`config.mk`:
```
export PLATFORM = sky130hd
export DESIGN_NAME = port_a_gpio_pin_mux
export DESIGN_NICKNAME = d
export VERILOG_FILES = /design/src/core/port_a_pkg.sv /design/src/core/port_a_pin_cell.sv /design/src/core/port_a_gpio_pin_mux.sv
export VERILOG_INCLUDE_DIRS = /design/src /design/src/core
export SDC_FILE = /design/constraint.sdc
export NUM_CORES = 1
export LEC_CHECK = 0
export BUFFER_PORTS_ARGS = -buffer_cell sky130_fd_sc_hd__buf_4
export CORE_UTILIZATION = 51
export CTS_BUF_LIST = sky130_fd_sc_hd__clkbuf_8
export CTS_CLUSTER_DIAMETER = 60
export DETAILED_ROUTE_END_ITERATION = 10
export PLACE_DENSITY = 0.88
export SETUP_SLACK_MARGIN = 0.05
export SLEW_MARGIN = 20
export SYNTH_ARGS = -nofsm -noshare
export SYNTH_HDL_FRONTEND = slang
export SYNTH_HIERARCHICAL = 1
export SYNTH_SLANG_ARGS = --single-unit
```
`constraint.sdc`:
```
create_clock -name aclk -period 4.4 [get_ports aclk]
set_input_delay 0.88 -clock aclk [delete_from_list [all_inputs] [get_ports aclk]]
set_output_delay 0.88 -clock aclk [all_outputs]
set_load 0.01 [all_outputs]
```
`src/core/port_a_params.svh`:
```
// Constants of the port A register block: indices, resets, bus codes.
// Assumes inclusion by bare name from the core/ sources.
//
// Function
// - Direction bit 1 makes the pin an output, 0 an input.
// - Direction register is write-only; reads return all ones.
// - Direction clears on reset and hardware standby, holds in software standby.
// - Output pins keep driving their state during software standby.
// - Data read gives latch for output pins, pin level for input pins.
// - Data register clears on reset and hardware standby, holds in software standby.
// - Enabled pattern bits ignore CPU writes; only a pattern transfer changes them.
// - Data register holds pattern-controller output for groups 0 and 1.
// - Free upper pin: dir 0 input, dir 1 port output, enabled pattern output.
// - Pin 7 is channel-2 compare B when its field selects compare output.
// - Pin 7 feeds channel-2 capture B when field bit2 set and not PWM.
// - Pin 6 is channel-2 compare A in PWM or compare; capture when bit2.
// - Pin 5 is channel-1 compare B when its field selects compare output.
// - Pin 5 feeds channel-1 capture B when field bit2 set and not PWM.
`ifndef PORT_A_PARAMS_SVH
`define PORT_A_PARAMS_SVH

// ************************************************
// Register map
// ************************************************
`define PA_ADDR_W 20
`define PA_DIR_IDX 16'hFFD1
`define PA_DATA_IDX 16'hFFD3
`define PA_DIR_RESET 8'h00
`define PA_DATA_RESET 8'h00
`define PA_DIR_READ 8'hFF

// ************************************************
// Bus response codes
// ************************************************
`define PA_RESP_OKAY 2'h0
`define PA_RESP_SLVERR 2'h2

`endif

```
`src/core/port_a_pkg.sv`:
```
// Types shared by the port A sources.
// Assumes nothing beyond a SystemVerilog compiler.
package port_a_pkg;
	typedef enum logic [1:0] {
		FUNC_PORT_IN,
		FUNC_PORT_OUT,
		FUNC_PATTERN_OUT,
		FUNC_TIMER_OUT
	} pin_func_t;
endpackage

```
`src/core/port_a_pin_cell.sv`:
```
// One port A pin: picks timer, pattern, port output or input.
// Assumes all inputs come from logic on the same clock.
`timescale 1ns/100ps
`default_nettype none
module port_a_pin_cell (
	// Settings
	input wire logic dir_bit,
	input wire logic nde_bit,
	input wire logic data_bit,
	input wire logic hw_standby,
	// Timer claim
	input wire logic timer_sel,
	input wire logic timer_out,
	// Pin drive
	output logic pin_out,
	output logic pin_oe,
	output port_a_pkg::pin_func_t func
);
	always_comb begin
		if (timer_sel) begin
			func = port_a_pkg::FUNC_TIMER_OUT;
		end else if (!dir_bit) begin
			func = port_a_pkg::FUNC_PORT_IN;
		end else if (nde_bit) begin
			func = port_a_pkg::FUNC_PATTERN_OUT;
		end else begin
			func = port_a_pkg::FUNC_PORT_OUT;
		end
	end

	always_comb begin
		pin_oe = !hw_standby && (func != port_a_pkg::FUNC_PORT_IN);
		pin_out = (func == port_a_pkg::FUNC_TIMER_OUT) ? timer_out : data_bit;
	end
endmodule
`default_nettype wire

```
`src/core/port_a_gpio_pin_mux.sv`:
```
// Port A: eight-bit I/O port with AXI4-Lite registers and upper-pin muxing.
// Assumes timer and pattern controller signals on aclk; pins are asynchronous.
`timescale 1ns/100ps
`default_nettype none
`include "port_a_params.svh"
module port_a_gpio_pin_mux (
	// Clock and reset
	input wire logic aclk,
	input wire logic aresetn,
	// AXI4-Lite write address
	input wire logic [`PA_ADDR_W-1:0] awaddr,
	input wire logic [2:0] awprot,
	input wire logic awvalid,
	output logic awready,
	// AXI4-Lite write data
	input wire logic [31:0] wdata,
	input wire logic [3:0] wstrb,
	input wire logic wvalid,
	output logic wready,
	// AXI4-Lite write response
	output logic [1:0] bresp,
	output logic bvalid,
	input wire logic bready,
	// AXI4-Lite read address
	input wire logic [`PA_ADDR_W-1:0] araddr,
	input wire logic [2:0] arprot,
	input wire logic arvalid,
	output logic arready,
	// AXI4-Lite read data
	output logic [31:0] rdata,
	output logic [1:0] rresp,
	output logic rvalid,
	input wire logic rready,
	// Standby controls
	input wire logic hw_standby,
	input wire logic sw_standby,
	// Pattern controller
	input wire logic [7:0] next_data_enable_reg,
	input wire logic [7:0] next_data_reg,
	input wire logic next_data_transfer,
	// Timer settings
	input wire logic ch1_pwm_mode,
	input wire logic ch2_pwm_mode,
	input wire logic [2:0] ch1_io_control_b,
	input wire logic [2:0] ch2_io_control_a,
	input wire logic [2:0] ch2_io_control_b,
	// Timer compare outputs
	input wire logic ch1_compare_capture_b_out,
	input wire logic ch2_compare_capture_a_out,
	input wire logic ch2_compare_capture_b_out,
	// Timer capture inputs
	output logic ch1_compare_capture_b_in,
	output logic ch2_compare_capture_a_in,
	output logic ch2_compare_capture_b_in,
	// Pins
	input wire logic [7:0] pin_in,
	output logic [7:0] pin_out,
	output logic [7:0] pin_oe
);
	// ************************************************
	// Functions
	// ************************************************
	function automatic logic is_reg(input logic [`PA_ADDR_W-1:0] a, input logic [15:0] idx);
		is_reg = (a[`PA_ADDR_W-1:2] == {2'h0, idx});
	endfunction

	// Field selects compare output: bit2 clear, bits1:0 nonzero
	function automatic logic compare_out_sel(input logic [2:0] f);
		compare_out_sel = !f[2] && (f[1:0] != 2'h0);
	endfunction

	// ************************************************
	// State
	// ************************************************
	logic [7:0] dir_reg, dir_next;
	logic [7:0] data_reg, data_next;
	logic [7:0] pin_meta_reg, pin_sync_reg;
	logic aw_have_reg, aw_have_next;
	logic w_have_reg, w_have_next;
	logic [`PA_ADDR_W-1:0] waddr_reg, waddr_next;
	logic [7:0] wdata_reg, wdata_next;
	logic wstrb0_reg, wstrb0_next;
	logic bvalid_reg, bvalid_next;
	logic [1:0] bresp_reg, bresp_next;
	logic rvalid_reg, rvalid_next;
	logic [1:0] rresp_reg, rresp_next;
	logic [7:0] rdata_reg, rdata_next;
	logic [2:0] cap_reg, cap_next;
	logic write_do;
	logic [7:0] timer_sel;
	logic [7:0] timer_out;
	port_a_pkg::pin_func_t func [8];

	// ************************************************
	// Pin synchroniser
	// ************************************************
	always_ff @(posedge aclk) begin
		if (!aresetn) begin
			pin_meta_reg <= 8'h00;
			pin_sync_reg <= 8'h00;
		end else begin
			pin_meta_reg <= pin_in;
			pin_sync_reg <= pin_meta_reg;
		end
	end

	// ************************************************
	// AXI4-Lite slave
	// ************************************************
	// One write in flight; address and data may arrive in either order
	assign awready = !aw_have_reg && !bvalid_reg;
	assign wready = !w_have_reg && !bvalid_reg;
	assign arready = !rvalid_reg;
	assign write_do = aw_have_reg && w_have_reg && !bvalid_reg;

	always_comb begin
		aw_have_next = aw_have_reg;
		w_have_next = w_have_reg;
		waddr_next = waddr_reg;
		wdata_next = wdata_reg;
		wstrb0_next = wstrb0_reg;
		bvalid_next = bvalid_reg;
		bresp_next = bresp_reg;
		if (awvalid && awready) begin
			aw_have_next = 1'b1;
			waddr_next = awaddr;
		end
		if (wvalid && wready) begin
			w_have_next = 1'b1;
			wdata_next = wdata[7:0];
			wstrb0_next = wstrb[0];
		end
		if (write_do) begin
			aw_have_next = 1'b0;
			w_have_next = 1'b0;
			bvalid_next = 1'b1;
			if (is_reg(waddr_reg, `PA_DIR_IDX) || is_reg(waddr_reg, `PA_DATA_IDX)) begin
				bresp_next = `PA_RESP_OKAY;
			end else begin
				bresp_next = `PA_RESP_SLVERR;
			end
		end else if (bvalid_reg && bready) begin
			bvalid_next = 1'b0;
		end
	end

	always_comb begin
		rvalid_next = rvalid_reg;
		rresp_next = rresp_reg;
		rdata_next = rdata_reg;
		if (arvalid && arready) begin
			rvalid_next = 1'b1;
			rresp_next = `PA_RESP_OKAY;
			if (is_reg(araddr, `PA_DIR_IDX)) begin
				rdata_next = `PA_DIR_READ;
			end else if (is_reg(araddr, `PA_DATA_IDX)) begin
				// Latch or pin level per bit
				rdata_next = (data_reg & dir_reg) | (pin_sync_reg & ~dir_reg);
			end else begin
				rdata_next = 8'h00;
				rresp_next = `PA_RESP_SLVERR;
			end
		end else if (rvalid_reg && rready) begin
			rvalid_next = 1'b0;
		end
	end

	always_ff @(posedge aclk) begin
		if (!aresetn) begin
			aw_have_reg <= 1'b0;
			w_have_reg <= 1'b0;
			waddr_reg <= '0;
			wdata_reg <= 8'h00;
			wstrb0_reg <= 1'b0;
			bvalid_reg <= 1'b0;
			bresp_reg <= `PA_RESP_OKAY;
			rvalid_reg <= 1'b0;
			rresp_reg <= `PA_RESP_OKAY;
			rdata_reg <= 8'h00;
		end else begin
			aw_have_reg <= aw_have_next;
			w_have_reg <= w_have_next;
			waddr_reg <= waddr_next;
			wdata_reg <= wdata_next;
			wstrb0_reg <= wstrb0_next;
			bvalid_reg <= bvalid_next;
			bresp_reg <= bresp_next;
			rvalid_reg <= rvalid_next;
			rresp_reg <= rresp_next;
			rdata_reg <= rdata_next;
		end
	end

	assign bvalid = bvalid_reg;
	assign bresp = bresp_reg;
	assign rvalid = rvalid_reg;
	assign rresp = rresp_reg;
	assign rdata = {24'h000000, rdata_reg};

	// ************************************************
	// Port registers
	// ************************************************
	always_comb begin
		dir_next = dir_reg;
		data_next = data_reg;
		if (!sw_standby) begin
			if (write_do && wstrb0_reg && is_reg(waddr_reg, `PA_DIR_IDX)) begin
				dir_next = wdata_reg;
			end
			for (int i = 0; i < 8; i++) begin
				if (next_data_enable_reg[i]) begin
					if (next_data_transfer) begin
						// Pattern data held in port latch
						data_next[i] = next_data_reg[i];
					end
				end else if (write_do && wstrb0_reg && is_reg(waddr_reg, `PA_DATA_IDX)) begin
					data_next[i] = wdata_reg[i];
				end
			end
		end
	end

	always_ff @(posedge aclk) begin
		// Clear on reset and hardware standby
		if (!aresetn || hw_standby) begin
			dir_reg <= `PA_DIR_RESET;
			data_reg <= `PA_DATA_RESET;
		end else begin
			dir_reg <= dir_next;
			data_reg <= data_next;
		end
	end

	// ************************************************
	// Upper pin timer sharing
	// ************************************************
	always_comb begin
		timer_sel = 8'h00;
		timer_out = 8'h00;
		timer_sel[7] = compare_out_sel(ch2_io_control_b);
		timer_out[7] = ch2_compare_capture_b_out;
		timer_sel[6] = ch2_pwm_mode || compare_out_sel(ch2_io_control_a);
		timer_out[6] = ch2_compare_capture_a_out;
		timer_sel[5] = compare_out_sel(ch1_io_control_b);
		timer_out[5] = ch1_compare_capture_b_out;
	end

	// Capture paths run beside port use; registered for clean timer input
	always_comb begin
		cap_next[2] = ch2_io_control_b[2] && !ch2_pwm_mode && pin_sync_reg[7];
		cap_next[1] = ch2_io_control_a[2] && pin_sync_reg[6];
		cap_next[0] = ch1_io_control_b[2] && !ch1_pwm_mode && pin_sync_reg[5];
	end

	always_ff @(posedge aclk) begin
		if (!aresetn) begin
			cap_reg <= 3'h0;
		end else begin
			cap_reg <= cap_next;
		end
	end

	assign ch2_compare_capture_b_in = cap_reg[2];
	assign ch2_compare_capture_a_in = cap_reg[1];
	assign ch1_compare_capture_b_in = cap_reg[0];

	// ************************************************
	// Pin cells
	// ************************************************
	// Drive kept through software standby
	for (genvar g = 0; g < 8; g++) begin : g_pin
		port_a_pin_cell u_cell (
			.dir_bit(dir_reg[g]),
			.nde_bit(next_data_enable_reg[g]),
			.data_bit(data_reg[g]),
			.hw_standby(hw_standby),
			.timer_sel(timer_sel[g]),
			.timer_out(timer_out[g]),
			.pin_out(pin_out[g]),
			.pin_oe(pin_oe[g]),
			.func(func[g])
		);
	end
endmodule
`default_nettype wire

```
# [Yosys cells after proc, flatten, opt, wreduce, memory -nomap -nowiden]
# Cells that the tools add are included.
[classes] eq_ne=20 muxes=60 n_bitwise=6 n_reduce_logical=73
[op_table] cell="$eq 18x16->1 const B" count=4
[op_table] cell="$mux 2" count=22
[op_table] cell="$reduce_bool 2->1" count=21
[op_table] cell="$mux 1" count=36
[op_table] cell="$logic_and 1x1->1" count=28
[op_table] cell="$reduce_and 3->1" count=8
[op_table] cell="$and 8x8->8" count=2
[op_table] cell="$eq 2x2->1 const B" count=8
[op_table] cell="$mux 8" count=2
[op_table] cell="$ne 2x1->1 const B" count=8
[op_table] cell="$logic_not 1->1" count=11
[op_table] cell="$not 8->8" count=1
[op_table] cell="$or 8x8->8" count=1
[op_table] cell="$logic_or 1x1->1" count=3
[op_table] cell="$not 1->1" count=2
[op_table] cell="$reduce_and 2->1" count=1
[op_table] cell="$reduce_or 2->1" count=1
[word_totals] ff_bits=80 inputBits=130 out_inout_bits=60 word_cells=181

# [Depth between registers and ports, before layout]
[logic_depth] depth_word=6 ltp_mapped=6 ltp_nobuf=4

# [Modules after synthesis]
# Netlist, hierarchy kept.
[by_module_without_submodules] mod="port_a_gpio_pin_mux" n_inst=1 cells_each=392 area_per_inst_um2=3380.7 seq_area_each_um2=1521.5
[by_module_without_submodules] mod="port_a_pin_cell" n_inst=8 cells_each=6 area_per_inst_um2=43.8 seq_area_each_um2=0.0

# [Worst setup path after synthesis]
# No wires, ideal clock.
[synth_timing] path_type="in2out" from="in ch2_io_control_a[1]" to="out pin_out[6]" arrival_time_ns=1.496 required_ns=3.520 slack_ns=2.024 path_stages=3 path_buffers=0 cell_sequence="nor2_1 -> o21bai_1 -> mux2_4"
[synth_via] elab_chain_len=6
[synth_lines] item="start: declaration" line_no="port_a_gpio_pin_mux.sv:45" source="input wire logic [2:0] ch2_io_control_a,"
[synth_lines] item="$reduce_bool 2->1" line_no="port_a_gpio_pin_mux.sv:69" source="compare_out_sel = !f[2] && (f[1:0] != 2'h0);"
[synth_lines] item="$logic_and 1x1->1" line_no="port_a_gpio_pin_mux.sv:69"
[synth_lines] item="$logic_or 1x1->1" line_no="port_a_gpio_pin_mux.sv:242" source="timer_sel[6] = ch2_pwm_mode || compare_out_sel(ch2_io_control_a);"
[synth_lines] item="via timer_sel[6]" line_no="port_a_gpio_pin_mux.sv:90" source="logic [7:0] timer_sel;"
[synth_lines] item="$mux 2" line_no="port_a_pin_cell.sv:20" source="if (timer_sel) begin"
[synth_lines] item="$eq 2x2->1" line_no="port_a_pin_cell.sv:33" source="pin_out = (func == port_a_pkg::FUNC_TIMER_OUT) ? timer_out : data_bit;"
[synth_lines] item="$mux 1" line_no="port_a_pin_cell.sv:33"
[synth_lines] item="end: declaration" line_no="port_a_gpio_pin_mux.sv:57" source="output logic [7:0] pin_out,"
# The timed path passes the listed nets, and every way through them passes these cells.

# [Final worst setup path]
[layout_timing] from="in ch2_io_control_a[2]" to="out pin_out[6]"
[layout_via] elab_chain_len=6
[layout_lines] item="$logic_not 1->1" line_no="port_a_gpio_pin_mux.sv:69"
[layout_lines] item="$logic_and 1x1->1" line_no="port_a_gpio_pin_mux.sv:69"
[layout_lines] item="$logic_or 1x1->1" line_no="port_a_gpio_pin_mux.sv:242"
[layout_lines] item="via timer_sel[6]" line_no="port_a_gpio_pin_mux.sv:90"
[layout_lines] item="$mux 2" line_no="port_a_pin_cell.sv:20"
[layout_lines] item="$eq 2x2->1" line_no="port_a_pin_cell.sv:33"
[layout_lines] item="$mux 1" line_no="port_a_pin_cell.sv:33"
# The timed path passes the listed nets, and every way through them passes these cells.

==> impl_metrics.json <==
{
  "cts_made_buffers": 9,
  "vias": 3206,
  "first_pass_iters": 4,
  "crit_fanout": 2,
  "power.share.clock_pct": 37.6,
  "yosysWarnings": 6,
  "syn_to_final_growth_pct": 32.0,
  "final_cell_count_no_fill": 633,
  "setup_viol": 0,
  "utilization_pct": 69.6,
  "worstPathRequired_ns": 3.52,
  "clkTransAtPathRegs_ns": 0.08,
  "via_per_inst": 5.06,
  "die_w_microns": 85.6,
  "fin_crit_ns": 2.59,
  "switchingPower_w": 0.000372,
  "power-per-cell-area_nw_per_um2": 323,
  "rsz0062_at_grt": "false",
  "intPower_w": 0.00115,
  "leakagePower_nw": 2.18,
  "fmax_mhz": 386,
  "path_class": "in -> out",
  "cts-hold-fix-buffers": 0,
  "drt-initial-drc-count": 145,
  "max_slew.worst_pin.slew_ns": 0.874,
  "diodes": 0,
  "overflow": 0,
  "post_cts_resized": 0,
  "synthesis.area_sq_um": 3560,
  "status": "completed",
  "placed_cells": 617,
  "grt_util_all_layers_pct": 23.2,
  "cts_root_buf": "clkbuf_8",
  "design.die.area_sq_um": 7320,
  "dpl_cell_area_sq_um": 4480,
  "hold_viol_final": 0,
  "min_period_over_period_pct": 58.9,
  "p_seq_share_pct": 48.4,
  "grt_max_degree": 57,
  "largest_reg_flops": 18,
  "drc": 0,
  "finalWirelength_mm": 8.39,
  "grt_pass1_vias": 2991,
  "power_w": 0.00152,
  "post-cts-setup-buffers": 0,
  "fin_skew_ns": 0.00906,
  "arrival_ns": 1.71,
  "coreArea_sq_um": 6760,
  "insertion_delay_ns": 0.34,
  "p_sw_share_pct": 24.5,
  "rows": 30,
  "synth_cells": 416,
  "tns_ns": 0,
  "share_comb_of_total_power_pct": 14.0,
  "gp_congestion": 0.850,
  "crit_path_end_kind": "primary output",
  "grt_pass1_wl_mm": 13.2,
  "slew_violations": 0,
  "drive_gt1_share_pct": 28.2,
  "grt_antenna_before_repair": 0,
  "initial_core_util_pct": 52.7,
  "final_area_sq_um": 4700,
  "boundaryPins": 190,
  "ir_worst_vdd_mv": 0.279,
  "cap_violations": 0,
  "cp-start-kind": "primary input",
  "antenna_left": 0,
  "relSlewSlack_pct": 41.3,
  "port_buffers": 126,
  "cts-htree-levels": 3,
  "syn_avg_cell_area_sq_um": 8.56,
  "hpwl_mm": 6.40,
  "hold_class": "reg -> reg",
  "cts_tree": "done",
  "cts.sinks": 76,
  "wl_per_cell_microns": 13.3,
  "clock_path_buffers": 2,
  "fp.dieH_microns": 85.6,
  "nets": 678
}
==> through the flow <==
step	hold WS (ns)	setup WS, ns
2_1_floorplan	0.412	2.10
3_3_place_gp	0.415	1.82
3_5_place_dp	0.419	1.81
4_1_cts	0.436	1.81
5_1_grt	0.456	1.78
6_report	0.434	1.81
==> per-layer routing <==
metal / wire length, microns / up-vias / global-route usage [%] / share of wire, %
met3: 389 / 16 / 5.68 / 4.6
met4: 204 / 0 / 9.24 / 2.4
met5: 0 / - / 0 / 0
li1: - / 1619 / - / -
met1: 3400 / 1470 / 27.5 / 41
met2: 4400 / 101 / 40.6 / 52
==> layout by cell type, fill, tap and decap left out, types with 3 or more instances in the layout <==
| cell | n |
|---|---|
| a31oi_1 | 8 |
| a22o_1 | 8 |
| and3_1 | 3 |
| nand2b_1 | 4 |
| a21boi_0 | 30 |
| buf_4 | 126 |
| nand2_1 | 74 |
| mux2i_1 | 8 |
| and2_1 | 18 |
| a21o_1 | 8 |
| nor2b_1 | 3 |
| nor3_1 | 9 |
| nor2_1 | 27 |
| mux2_4 | 8 |
| clkbuf_8 | 9 |
| a21oi_1 | 9 |
| inv_1 | 20 |
| conb_1 | 41 |
| o21ai_0 | 17 |
| nand3_1 | 9 |
| a311oi_1 | 8 |
| dfxtp_1 | 76 |
==> power groups by stage <==
stage	logic (W)	registers, W	clock network, W
after global routing	0.000237	0.000739	0.000620
after detailed placement	0.000212	0.000751	0
after CTS	0.000213	0.000735	0.000581
after global placement	0.000207	0.000750	0
after floorplan	0.000126	0.000747	0
final	0.000213	0.000735	0.000571
==> cell type report <==
cell class              count  area [sq um]
clock inverters             7          91.3
repair buffers            126           946
multi-input cells         315          1840
well taps                  80           100
inverters                  20          75.1
flip-flops and latches     76          1520
fillers                   569          2060
clock buffers               9           124
==> final timing paths <==
path / cells past startpoint / slack, ns / endpoint / from
worst max-delay path: 4 / 1.81 / pin_out[6] / ch2_io_control_a[2]
worst max register to register: 4 / 2.17 / data_reg[0]$_SDFFE_PP0P_ / waddr_reg[18]$_SDFFE_PN0P_
worst min register to register: 1 / 0.43 / pin_sync_reg[3]$_SDFF_PN0_ / pin_meta_reg[3]$_SDFF_PN0_
worst min-delay path: 1 / 0.43 / pin_sync_reg[3]$_SDFF_PN0_ / pin_meta_reg[3]$_SDFF_PN0_
==> critical path: stages <==
cell and delay [ns]:
buf_4 0.11, o21bai_1 0.25, mux2_4 0.33, buf_4 0.14
(Power assumes the default switching activity.)
